[config.mk]
export PLATFORM = sky130hd
export DESIGN_NAME = dsc_instruction_decode
export DESIGN_NICKNAME = d
export VERILOG_FILES = /design/src/dsc_instruction_decode.v
export VERILOG_INCLUDE_DIRS = /design/src
export SDC_FILE = /design/constraint.sdc
export NUM_CORES = 1
export LEC_CHECK = 0
export ABC_AREA = 1
export BUFFER_PORTS_ARGS = -buffer_cell sky130_fd_sc_hd__buf_4
export CORE_ASPECT_RATIO = 0.8
export CORE_MARGIN = 5
export CORE_UTILIZATION = 57
export CTS_CLUSTER_DIAMETER = 200
export DETAILED_ROUTE_END_ITERATION = 10
export GPL_ROUTABILITY_DRIVEN = 0
export PLACE_DENSITY = 0.86
export SLEW_MARGIN = 25
export SYNTH_ARGS = -nofsm -noshare
export SYNTH_HDL_FRONTEND = slang
export SYNTH_SLANG_ARGS = --single-unit
[constraint.sdc]
create_clock -name clk_sys -period 3.67 [get_ports clk_sys]
set_clock_uncertainty 0.1 [all_clocks]
set_input_delay 0.367 -clock clk_sys [delete_from_list [all_inputs] [get_ports clk_sys]]
set_output_delay 0.367 -clock clk_sys [all_outputs]
set_load 0.03 [all_outputs]
[src/dsc_decode_consts.vh]
`ifndef DSC_DECODE_CONSTS_VH
`define DSC_DECODE_CONSTS_VH
// ----------------------------------------
// Instruction word layout
// ----------------------------------------
`define W_INSTR      24
`define F_OPCODE     23:16
`define F_CLASS      7:4
`define F_BASE       15:12
`define F_DMODE      11:10
`define F_DEST       9:6
`define F_SMODE      5:4
`define F_SRC        3:0
`define F_FDEST      13
`define F_FADDR      12:0
`define F_BITIND     15
`define F_BITPOS     14:11
`define F_UNSIGNED_LITERAL_TEN      13:4
`define F_LIT5       4:0
`define F_ACC        15
`define F_MULPAIR    14:13
`define F_AWB        12:11
`define F_PREF       10:0
`define F_PALO       15:1
`define F_PAHI       6:0
`define F_SHADOW     0
`define B_BYTE       0
`define B_SIGNED     1
`define B_SHORT      2
// ----------------------------------------
// Opcodes and classes
// ----------------------------------------
`define OP_NOP       8'h00
`define OP_CALLIND   8'h01
`define OP_CALL      8'h02
`define OP_JUMPIND   8'h03
`define OP_JUMP      8'h04
`define OP_RETURN    8'h06
`define OP_IRET      8'h07
`define OP_DOLOOP    8'h08
`define OP_SKIP      8'h0A
`define OP_TBLRD     8'h0B
`define OP_TBLWT     8'h0C
`define OP_DMOV      8'h0D
`define OP_MAC       8'h0E
`define OP_ACC       8'h0F
`define OP_BRA       8'h37
`define OP_BRACOND   8'h31
`define CL_THREE     4'h4
`define CL_FILE      4'h5
`define CL_BIT       4'h6
`define CL_LIT       4'h7
// ----------------------------------------
// Sizes, limits, timing
// ----------------------------------------
`define SZ_WORD      2'b00
`define SZ_BYTE      2'b01
`define SZ_DWORD     2'b10
`define AWB_IND      2'b10
`define AWB_STEP     2'h2
`define BYTE_LIT_MAX 10'h0FF
`define EXTRA_ONE    2'h1
`define EXTRA_TWO    2'h2
// ----------------------------------------
// Register map
// ----------------------------------------
`define A_CTRL       4'h0
`define A_STATUS     4'h4
`define A_LAST       4'h8
`define A_COUNT      4'hC
`define RESP_OK      2'b00
`define RESP_SLVERR  2'b10
`define ST_DSP       8
`define ST_LITERR    12
`define ST_W2ERR     13
`endif

[src/dsc_instruction_decode.v]
// Behaviour
// - 24-bit word, 8-bit opcode plus operands
// - three opcodes take two words, 48 bits
// - second word upper eight bits zero
// - lone second word runs as no-operation
// - one cycle; taken test or PC change two; returns take three
// - branch, indirect jumps, table, returns multicycle
// - performed skip takes two or three cycles
// - double moves and two-word ops take two
// - three operands base, source, destination
// - file result to file or register zero
// - file address spans zero to 0x1FFF
// - bit position literal or from base register
// - four-bit field selects bit 0 to 15
// - literal ops base plus literal, optional dest
// - ten-bit literal 0-255 byte, 0-1023 word
// - program address literal even, LSB zero
// - ten-bit signed literal -512 to 511
// - byte, word default, double size; shadow select
// - MAC accumulator, multiplicands, prefetch, write-back
// - write-back to pointer or post-increment two
// - five arithmetic status flags kept
// - four accumulator status flags kept
`timescale 1ns/1ps
`include "dsc_decode_consts.vh"
module dsc_instruction_decode (
  input  wire        clk_sys,
  input  wire        resetn,
  input  wire        fetchValid,
  input  wire [23:0] fetchWord,
  output reg         fetchReady_q,
  input  wire        condTrue,
  input  wire [4:0]  aluFlagsIn,
  input  wire [4:0]  aluFlagsWe,
  input  wire [3:0]  dspFlagsIn,
  input  wire [3:0]  dspFlagsWe,
  output reg         decValid_q,
  output reg         decNop_q,
  output reg  [7:0]  decOpcode_q,
  output reg  [3:0]  decBase_q,
  output reg  [3:0]  decSrc_q,
  output reg  [1:0]  decSrcMode_q,
  output reg  [3:0]  decDest_q,
  output reg  [1:0]  decDestMode_q,
  output reg         decDestW0_q,
  output reg  [12:0] decFileAddr_q,
  output reg  [3:0]  decBitPos_q,
  output reg         decBitInd_q,
  output reg  [15:0] decLiteral_q,
  output reg  [22:0] decProgAddr_q,
  output reg  [1:0]  decSize_q,
  output reg         decShadow_q,
  output reg         decAcc_q,
  output reg  [1:0]  decMulPair_q,
  output reg  [10:0] decPrefetch_q,
  output reg  [1:0]  decAwb_q,
  output reg  [1:0]  decAwbStep_q,
  output reg  [4:0]  aluFlags_q,
  output reg  [3:0]  dspFlags_q,
  input  wire [3:0]  s_axi_awaddr,
  input  wire        s_axi_awvalid,
  output reg         s_axi_awready,
  input  wire [31:0] s_axi_wdata,
  input  wire [3:0]  s_axi_wstrb,
  input  wire        s_axi_wvalid,
  output reg         s_axi_wready,
  output reg  [1:0]  s_axi_bresp,
  output reg         s_axi_bvalid,
  input  wire        s_axi_bready,
  input  wire [3:0]  s_axi_araddr,
  input  wire        s_axi_arvalid,
  output reg         s_axi_arready,
  output reg  [31:0] s_axi_rdata,
  output reg  [1:0]  s_axi_rresp,
  output reg         s_axi_rvalid,
  input  wire        s_axi_rready
);
  // ----------------------------------------
  // Sequencer states
  // ----------------------------------------
  localparam [2:0] S_RUN   = 3'd0;
  localparam [2:0] S_WORD2 = 3'd1;
  localparam [2:0] S_STALL = 3'd2;
  localparam [2:0] S_SKIP1 = 3'd3;
  localparam [2:0] S_SKIP2 = 3'd4;

  reg  [2:0]  state_q;
  reg  [2:0]  state_d;
  reg  [1:0]  stall_q;
  reg  [1:0]  stall_d;
  reg  [15:0] first_q;
  reg  [7:0]  firstOp_q;
  reg         enable_q;
  reg         litErr_q;
  reg         word2Err_q;
  reg  [31:0] count_q;
  reg         setLitErr;
  reg         setWord2Err;
  reg  [1:0]  extra;
  reg  [9:0]  unsigned_literal_ten;
  reg         byteMode;
  reg         emit;
  reg         emitNop;
  reg  [7:0]  op;

  wire        accept  = fetchValid & fetchReady_q;
  wire [7:0]  wordOp  = fetchWord[`F_OPCODE];
  wire [15:0] opnd    = fetchWord[15:0];
  wire        twoWord = (wordOp == `OP_CALL) | (wordOp == `OP_JUMP) |
                        (wordOp == `OP_DOLOOP);

  // ----------------------------------------
  // Sequencing and cycle counts
  // ----------------------------------------
  always @* begin
    state_d     = state_q;
    stall_d     = stall_q;
    emit        = 1'b0;
    emitNop     = 1'b0;
    setWord2Err = 1'b0;
    extra       = 2'h0;
    case (wordOp)
      `OP_BRA, `OP_CALLIND, `OP_JUMPIND,
      `OP_TBLRD, `OP_TBLWT, `OP_DMOV: extra = `EXTRA_ONE;
      `OP_RETURN, `OP_IRET: extra = `EXTRA_TWO;
      `OP_BRACOND: extra = condTrue ? `EXTRA_ONE : 2'h0;
      default: extra = 2'h0;
    endcase
    case (state_q)
      S_RUN: begin
        if (accept) begin
          if (twoWord) begin
            state_d = S_WORD2;
          end else begin
            emit = 1'b1;
            if (wordOp == `OP_SKIP && condTrue) begin
              state_d = S_SKIP1;
            end else if (extra != 2'h0) begin
              state_d = S_STALL;
              stall_d = extra;
            end
          end
        end
      end
      S_WORD2: begin
        if (accept) begin
          emit        = 1'b1;
          setWord2Err = (wordOp != `OP_NOP);
          state_d     = S_RUN;
        end
      end
      S_STALL: begin
        emitNop = 1'b1;
        stall_d = stall_q - 2'h1;
        if (stall_q == 2'h1) begin
          state_d = S_RUN;
        end
      end
      S_SKIP1: begin
        if (accept) begin
          emitNop = 1'b1;
          state_d = twoWord ? S_SKIP2 : S_RUN;
        end
      end
      S_SKIP2: begin
        if (accept) begin
          emitNop = 1'b1;
          state_d = S_RUN;
        end
      end
      default: state_d = S_RUN;
    endcase
  end

  // ----------------------------------------
  // Field decode
  // ----------------------------------------
  always @* begin
    op       = (state_q == S_WORD2) ? firstOp_q : wordOp;
    byteMode = op[`B_BYTE] & ((op[`F_CLASS] == `CL_THREE) |
               (op[`F_CLASS] == `CL_FILE) | (op[`F_CLASS] == `CL_LIT));
    unsigned_literal_ten    = opnd[`F_UNSIGNED_LITERAL_TEN];
    setLitErr = emit & (op[`F_CLASS] == `CL_LIT) & ~op[`B_SHORT] &
                ~op[`B_SIGNED] & byteMode & (unsigned_literal_ten > `BYTE_LIT_MAX);
  end

  always @(posedge clk_sys) begin
    if (!resetn) begin
      state_q       <= S_RUN;
      stall_q       <= 2'h0;
      first_q       <= 16'h0000;
      firstOp_q     <= `OP_NOP;
      fetchReady_q  <= 1'b0;
      decValid_q    <= 1'b0;
      decNop_q      <= 1'b0;
      decOpcode_q   <= `OP_NOP;
      decBase_q     <= 4'h0;
      decSrc_q      <= 4'h0;
      decSrcMode_q  <= 2'h0;
      decDest_q     <= 4'h0;
      decDestMode_q <= 2'h0;
      decDestW0_q   <= 1'b0;
      decFileAddr_q <= 13'h0000;
      decBitPos_q   <= 4'h0;
      decBitInd_q   <= 1'b0;
      decLiteral_q  <= 16'h0000;
      decProgAddr_q <= 23'h00_0000;
      decSize_q     <= `SZ_WORD;
      decShadow_q   <= 1'b0;
      decAcc_q      <= 1'b0;
      decMulPair_q  <= 2'h0;
      decPrefetch_q <= 11'h000;
      decAwb_q      <= 2'h0;
      decAwbStep_q  <= 2'h0;
    end else begin
      state_q      <= state_d;
      stall_q      <= stall_d;
      // Stall drops ready so the fetcher holds the next word
      fetchReady_q <= enable_q & (state_d != S_STALL);
      if (accept && state_q == S_RUN && twoWord) begin
        first_q   <= opnd;
        firstOp_q <= wordOp;
      end
      decValid_q <= emit | emitNop;
      // Upper byte zero decodes as a no-operation
      decNop_q   <= emitNop | (emit && state_q == S_RUN && wordOp == `OP_NOP);
      decOpcode_q <= emitNop ? `OP_NOP : op;
      if (emit) begin
        decBase_q     <= opnd[`F_BASE];
        decSrc_q      <= opnd[`F_SRC];
        decSrcMode_q  <= opnd[`F_SMODE];
        decDest_q     <= opnd[`F_DEST];
        decDestMode_q <= opnd[`F_DMODE];
        decDestW0_q   <= ~opnd[`F_FDEST];
        decFileAddr_q <= opnd[`F_FADDR];
        decBitPos_q   <= opnd[`F_BITPOS];
        decBitInd_q   <= opnd[`F_BITIND];
        decShadow_q   <= opnd[`F_SHADOW] &
                         ((op == `OP_RETURN) | (op == `OP_IRET));
        decAcc_q      <= opnd[`F_ACC];
        decMulPair_q  <= opnd[`F_MULPAIR];
        decPrefetch_q <= opnd[`F_PREF];
        decAwb_q      <= opnd[`F_AWB];
        decAwbStep_q  <= (opnd[`F_AWB] == `AWB_IND) ? `AWB_STEP : 2'h0;
        if (op == `OP_DMOV) begin
          decSize_q <= `SZ_DWORD;
        end else begin
          decSize_q <= byteMode ? `SZ_BYTE : `SZ_WORD;
        end
        if (op[`F_CLASS] == `CL_LIT && op[`B_SHORT]) begin
          decLiteral_q <= {11'h000, opnd[`F_LIT5]};
        end else if (op[`F_CLASS] == `CL_LIT && op[`B_SIGNED]) begin
          decLiteral_q <= {{6{unsigned_literal_ten[9]}}, unsigned_literal_ten};
        end else if (byteMode) begin
          decLiteral_q <= {8'h00, unsigned_literal_ten[7:0]};
        end else begin
          decLiteral_q <= {6'h00, unsigned_literal_ten};
        end
        // Short literal form names its destination; long form reuses base
        if (op[`F_CLASS] == `CL_LIT && !op[`B_SHORT]) begin
          decBase_q <= opnd[`F_SRC];
          decDest_q <= opnd[`F_SRC];
        end
        if (state_q == S_WORD2) begin
          decProgAddr_q <= {opnd[`F_PAHI], first_q[`F_PALO], 1'b0};
        end
      end
    end
  end

  // ----------------------------------------
  // Status flags
  // ----------------------------------------
  reg        wrHit;
  reg [3:0]  wrAddr_q;
  reg        awHeld_q;
  reg [31:0] wData_q;
  reg [3:0]  wStrb_q;
  reg        wHeld_q;
  wire       doWrite = awHeld_q & wHeld_q & ~s_axi_bvalid;
  wire       stWr    = doWrite & (wrAddr_q == `A_STATUS) & wStrb_q[0];
  wire       stWrHi  = doWrite & (wrAddr_q == `A_STATUS) & wStrb_q[1];

  genvar g;
  generate
    for (g = 0; g < 5; g = g + 1) begin : gAlu
      always @(posedge clk_sys) begin
        if (!resetn) begin
          aluFlags_q[g] <= 1'b0;
        end else if (aluFlagsWe[g]) begin
          aluFlags_q[g] <= aluFlagsIn[g];
        end else if (stWr) begin
          aluFlags_q[g] <= wData_q[g];
        end
      end
    end
    for (g = 0; g < 4; g = g + 1) begin : gDsp
      always @(posedge clk_sys) begin
        if (!resetn) begin
          dspFlags_q[g] <= 1'b0;
        end else if (dspFlagsWe[g]) begin
          dspFlags_q[g] <= dspFlagsIn[g];
        end else if (stWrHi) begin
          dspFlags_q[g] <= wData_q[g + `ST_DSP];
        end
      end
    end
  endgenerate

  // ----------------------------------------
  // Register bus slave
  // ----------------------------------------
  always @* begin
    wrHit = (wrAddr_q == `A_CTRL) | (wrAddr_q == `A_STATUS) |
            (wrAddr_q == `A_COUNT);
  end

  always @(posedge clk_sys) begin
    if (!resetn) begin
      awHeld_q      <= 1'b0;
      wHeld_q       <= 1'b0;
      wrAddr_q      <= 4'h0;
      wData_q       <= 32'h0000_0000;
      wStrb_q       <= 4'h0;
      s_axi_awready <= 1'b0;
      s_axi_wready  <= 1'b0;
      s_axi_bvalid  <= 1'b0;
      s_axi_bresp   <= `RESP_OK;
      s_axi_arready <= 1'b0;
      s_axi_rvalid  <= 1'b0;
      s_axi_rresp   <= `RESP_OK;
      s_axi_rdata   <= 32'h0000_0000;
      enable_q      <= 1'b0;
      litErr_q      <= 1'b0;
      word2Err_q    <= 1'b0;
      count_q       <= 32'h0000_0000;
    end else begin
      s_axi_awready <= ~awHeld_q & ~s_axi_awready & ~s_axi_bvalid;
      s_axi_wready  <= ~wHeld_q & ~s_axi_wready & ~s_axi_bvalid;
      if (s_axi_awvalid && s_axi_awready) begin
        awHeld_q <= 1'b1;
        wrAddr_q <= s_axi_awaddr;
      end
      if (s_axi_wvalid && s_axi_wready) begin
        wHeld_q <= 1'b1;
        wData_q <= s_axi_wdata;
        wStrb_q <= s_axi_wstrb;
      end
      if (doWrite) begin
        awHeld_q     <= 1'b0;
        wHeld_q      <= 1'b0;
        s_axi_bvalid <= 1'b1;
        s_axi_bresp  <= wrHit ? `RESP_OK : `RESP_SLVERR;
        if (wrAddr_q == `A_CTRL && wStrb_q[0]) begin
          enable_q <= wData_q[0];
        end
      end else if (s_axi_bready) begin
        s_axi_bvalid <= 1'b0;
      end
      // Set beats a same-cycle write-one clear
      litErr_q   <= setLitErr | (litErr_q & ~(stWrHi & wData_q[`ST_LITERR]));
      word2Err_q <= setWord2Err | (word2Err_q & ~(stWrHi & wData_q[`ST_W2ERR]));
      if (doWrite && wrAddr_q == `A_COUNT && wStrb_q[0]) begin
        count_q <= 32'h0000_0000;
      end else if (emit) begin
        count_q <= count_q + 32'h0000_0001;
      end
      s_axi_arready <= ~s_axi_arready & ~s_axi_rvalid;
      if (s_axi_arvalid && s_axi_arready) begin
        s_axi_rvalid <= 1'b1;
        s_axi_rresp  <= `RESP_OK;
        case (s_axi_araddr)
          `A_CTRL:   s_axi_rdata <= {31'h0000_0000, enable_q};
          `A_STATUS: s_axi_rdata <= {16'h0000, 2'h0, word2Err_q, litErr_q,
                                     dspFlags_q, 3'h0, aluFlags_q};
          `A_LAST:   s_axi_rdata <= {13'h0000, state_q, 8'h00, decOpcode_q};
          `A_COUNT:  s_axi_rdata <= count_q;
          default: begin
            s_axi_rdata <= 32'h0000_0000;
            s_axi_rresp <= `RESP_SLVERR;
          end
        endcase
      end else if (s_axi_rready) begin
        s_axi_rvalid <= 1'b0;
      end
    end
  end

endmodule

== After elaboration in Yosys (flattened, before gate mapping) ==
Index checks and enable logic that the tools add are counted.

* Register bits: 240
* Output and inout bits: 156
* Logic and storage cells: 237

* Add/subtract/negate cells: 2
* $lt $le $gt $ge: 1
* Equality and inequality tests: 35
* Multiplexer cells: 57
* Bitwise operators: 47
* Reduce and logical (&&, ||, !) cells: 44

{| class="wikitable"
|+ Operators with widths
! kind !! number
|-
| 32-bit case mux with 4 select lines || 1
|-
| 8-bit by 4-bit equality test with 1-bit output, second input constant || 6
|-
| 8-bit by 3-bit equality test with 1-bit output, second input constant || 5
|-
| 32-bit by 1-bit adder with 32-bit output, second input constant || 1
|-
| 16-bit two-way mux || 2
|-
| 1-bit two-way mux || 29
|-
| 2-bit nonzero test || 13
|-
| 3-bit two-way mux || 8
|-
| 1-bit bitwise AND || 23
|-
| 4-bit by 3-bit equality test with 1-bit output, second input constant || 5
|-
| 8-bit by 2-bit equality test with 1-bit output, second input constant || 2
|-
| 8-bit by 6-bit equality test with 1-bit output, second input constant || 2
|-
| 2-bit two-way mux || 8
|-
| 1-bit logical AND || 14
|-
| 1-bit NOT || 13
|-
| 4-bit equality test, second input constant || 3
|-
| 3-bit case mux with 4 select lines || 1
|-
| 2-bit OR reduction || 6
|-
| 1-bit bitwise OR || 11
|-
| 10-bit by 8-bit > comparator with 1-bit output, second input constant || 1
|-
| 10-bit two-way mux || 1
|-
| 8-bit by 1-bit equality test with 1-bit output, second input constant || 1
|-
| 4-bit logical NOT || 2
|-
| 8-bit logical NOT || 1
|-
| 20 further kinds || 27
|}

== Longest topological paths before layout ==
* Depth in word-level cells: 12
* Mapped depth: 14

== Worst setup path after synthesis ==
OpenSTA, ideal clock, no wires.

* Kind: register -> register
* Start point: register fetchReady_q
* End point: register decBase_q[0]
* Setup time: 0.128 ns
* Data arrival time: 1.507 ns
* Slack: 1.935 ns
* Cell stages (with the launch flop): 11
* Path buffers: 1
* Cell sequence: dfxtp_1 nand2_1 nor2_2 nand2_2 nand2_2 inv_2 buf_4 nand2_1 nand2_1 nor2_1 nor2_1

* Longest elaborated chain between the ends: 3

{| class="wikitable"
|+ Ends and longest elaborated chain
! element !! RTL line !! RTL
|-
| from (decl) || dsc_instruction_decode.v:31 || <nowiki>output reg fetchReady_q,</nowiki>
|-
| from (signal assigned) || dsc_instruction_decode.v:219 || <nowiki>fetchReady_q <= enable_q & (state_d != S_STALL);</nowiki>
|-
| 1-bit bitwise AND * || dsc_instruction_decode.v:106 || <nowiki>wire accept = fetchValid & fetchReady_q;</nowiki>
|-
| 1-bit two-way mux (on tied branches) || dsc_instruction_decode.v:146, dsc_instruction_decode.v:131 ||
|-
| 1-bit case mux with 2 select lines * || dsc_instruction_decode.v:129 || <nowiki>case (state_q)</nowiki>
|-
| to (signal assigned) || dsc_instruction_decode.v:229 || <nowiki>decBase_q <= opnd[`F_BASE];</nowiki>
|-
| to (signal assigned) || dsc_instruction_decode.v:261 || <nowiki>decBase_q <= opnd[`F_SRC];</nowiki>
|-
| to (decl) || dsc_instruction_decode.v:40 || <nowiki>output reg [3:0] decBase_q,</nowiki>
|}

Mark *: on every way between the ends. The rest lies on a longest branch, timed or not.
A chain may end at the register's enable or synchronous reset.

== Worst setup path after layout ==
* Start point: register state_q[0]
* End point: register count_q[8]

* Longest elaborated chain between the ends: 2

{| class="wikitable"
|+ Ends and longest elaborated chain
! element !! RTL line !! RTL
|-
| from (decl) || dsc_instruction_decode.v:87 || <nowiki>reg [2:0] state_q;</nowiki>
|-
| from (signal assigned) || dsc_instruction_decode.v:216 || <nowiki>state_q <= state_d;</nowiki>
|-
| 3-bit by 1-bit equality test with 1-bit output / 3-bit logical NOT (equally long branches) || dsc_instruction_decode.v:129 ||
|-
| 1-bit case mux with 2 select lines * || dsc_instruction_decode.v:129 ||
|-
| to (signal assigned) || dsc_instruction_decode.v:366 || <nowiki>count_q <= count_q + 32'h0000_0001;</nowiki>
|-
| to (decl) || dsc_instruction_decode.v:96 || <nowiki>reg [31:0] count_q;</nowiki>
|}

Marked as above.

==> summary.txt <==
GRT
  – Initial antenna violation count: 0
  – GR Overflow Total: 0
  – Vias in the first global route: 8615
  – Largest net degree at the start of global routing: 99
  – First-pass GRT wire length: about 44000 um
  – Gr usage total: around 28%

Logic synthesis
  – Xor/xnor share of the synthesized area: less than 1%
  – Register area share after synthesis: between 40% and 50%
  – Yosys Warn Count: 0
  – Count of different cell masters after synthesis: 44
  – Synth top area share: ~44%
  – Cell taking the most area after synthesis: dfxtp_1
  – Synth Cell Area: roughly 0.009 sq mm
  – Adder-Cell Fraction of Synth Area: 0.2714%
  – Combinational family with the most area after synthesis: simple AND/OR/NAND/NOR gates
  – Gate Count Post-Synth: 1328
  – Post-Synth Simple-Gate Area: 31.34%
  – Post-synthesis compound-gate area fraction: 13.45%
  – Mux contribution to synthesized area: 0%
  – Synth Area per Inst: around 7 sq um
  – Synth area leaders: dfxtp_1, nand2_1, nor2_1
  – FF+latch count, synth: slightly above 200

Final layout
  – Antenna Cells: 0
  – Commonest non-fill, non-tap cell in the layout: nand2_1
  – Most frequent cells in the layout: nand2_1, buf_4, nor2_1, dfxtp_1, o21ai_0
  – Share of cells above drive strength 1: ~20%
  – P&R area growth vs syn: 23.53%
  – Fillers: around 1300
  – Fin cells: about 1700
  – Fin util: between 70% and 80%
  – Nets: 1591

Critical path
  – CP max FO: 36
  – Req. time, crit path: 3950 ps
  – Critical path arrival: ~3100 ps
  – Startpoint Class: flop
  – CP Class: reg2reg
  – Worst setup EP type: flop

Routing
  – WL/cell: roughly 16 um
  – Drc violations: 0
  – Post-Route WL: approximately 28000 um
  – Initial drt markers: between 900 and 1000
  – ANT nets after route: 0
  – Drt first pass iters: 7
  – Drt via density: 5.413
  – Via count: approximately 9300

Flow run
  – Max-cap viol count: 0

CTS
  – Clk root buf: clkbuf_16
  – H-tree depth: 1
  – CTS tree: done
  – Post-CTS resize count: 0
  – Largest buffer count on any clock path: 3
  – CTS Buf Count: 20
  – Worst skew pair latency: around 500 ps
  – Clock transition at path regs: approximately 60 ps
  – Num Clock Sinks: between 200 and 250

Status
  – Run status: finished clean

Floorplan
  – Core area: roughly 0.016 sq mm
  – Die height: 123.8 um
  – Num rows: 41
  – Die area: between 0.015 and 0.02 sq mm
  – I/O pin count: 251
  – Initial Util: between 50% and 60%
  – Die width: around 150 um

Power
  – Design Power: about 0.0047 W
  – Leakage power: about 5.1 nW
  – Worst ir drop on vdd: 0.0002675 V
  – Power density over the cells: about 400 mW/mm^2

STA
  – Max Fclk: ~0.35 GHz
  – Final setup fails: 0
  – Hold slack final: approximately 10 ps
  – Worst-margin pin slew: roughly 870 ps
  – Fin. Hold Viols: 0
  – Fin crit period: around 2900 ps
  – Slew headroom: 42.09%
  – RSZ-0062 raised after global routing: false
  – Period utilization: between 70% and 80%
  – Final slew viol count: 0
  – Final TNS setup: 0 ps

Hold path
  – Min-Delay Path Class: in2reg

Placed design
  – Post-Place Cells: roughly 1700
  – HPWL Detailed: a little under 20000 um
  – Number of I/O port buffers: around 220
worst paths after layout:
| check | start | to | slack, ps | depth (start not counted) |
|---|---|---|---|---|
| min reg2reg | awHeld_q | s_axi_awready | 330 | 1 |
| min | dspFlagsIn[1] | dspFlags_q[1] | 10 | 3 |
| max | state_q[0] | count_q[8] | 810 | 9 |
| max reg2reg | state_q[0] | count_q[8] | 810 | 9 |
power by group:
part           internal, W  total (W)  leakage [nW]  switching (W)
registers          0.00225    0.00228          1.64      0.0000299
clock network      0.00120    0.00205         0.318       0.000848
logic             0.000130   0.000366          3.17       0.000236
total              0.00357    0.00469          5.13        0.00111
layout make-up:
type | instances | area (sq um) | share of cell area (%)
clock buffer | 29 | 595.6 | 5.230
inverter | 105 | 394.1 | 3.461
tap | 215 | 269.0 | 2.362
multi-input combinational | 933 | 4257 | 37.38
clock inverter | 6 | 60.06 | 0.5274
sequential | 203 | 4064 | 35.68
timing repair buffer | 231 | 1749 | 15.36
registers in the layout, indices dropped and copies added (netlist names), 4 cells and up:
name           count
dspFlags_q         4
decBase_q          4
wrAddr_q           4
decOpcode_q        8
wData_q           11
decDest_q          4
count_q           32
decLiteral_q      11
firstOp_q          8
s_axi_rdata       32
decFileAddr_q      7
first_q           15
decProgAddr_q     22
aluFlags_q         5
stage by stage:
stage | setup WS, ps | area (sq um)
2_1_floorplan | 1935 | 9230
3_3_place_gp | 987.0 | 10720
4_1_cts | 879.6 | 11390
3_5_place_dp | 933.6 | 10720
5_1_grt | 665.4 | 11390
6_report | 811.1 | 11390
synth_stat cells (all sizes together):
cell type,count
o21ai,115
a22o,2
nor3b,1
o211ai,6
xnor2,1
xor2,9
a21boi,2
clkbuf,28
nand4,11
o32ai,1
o22ai,3
a211oi,1
buf,62
nand3b,6
nand2,328
nor2,233
and3,1
nand3,73
inv,103
dfxtp,203
ha,2
a31oi,1
or2,3
nor4,2
clkinv,2
a21oi,106
nor3,22
conb,1
metal layers:
layer / wire length (um) / global-route usage, % / up-vias
met5: 0 / 0 / -
met4: 620 / 7.355 / 0
met3: 3081 / 7.364 / 55
met2: 12230 / 45.56 / 479
met1: 11790 / 38.30 / 4238
li1: - / - / 4550
timing repair:
item                                   4_1_cts  5_1_grt
setup buffers                                0        0
hold buffers                                 1        0
endpoints found under the hold margin        1        0
critical path, stage by stage, from the launching register on:
cell and delay, ps:
dfxtp_1 610, nand2_4 220, nor2_4 110, buf_4 260, inv_2 250, nand2_2 340
buf_4 430, nand3_1 150, o21ai_0 180, nor2_1 50
cell families (layout without fill, tap and decap cells):
group                    after synthesis  count (layout)
AO/OA/AOI/OAI                        237             237
XOR/XNOR                              10              10
adder cells (fa/ha/maj)                2               2
buffers and inverters                195             371
flip-flops                           203             203
other                                  1               4
AND/OR/NAND/NOR                      680             680
No activity file was read; power rests on OpenSTA's default activity.
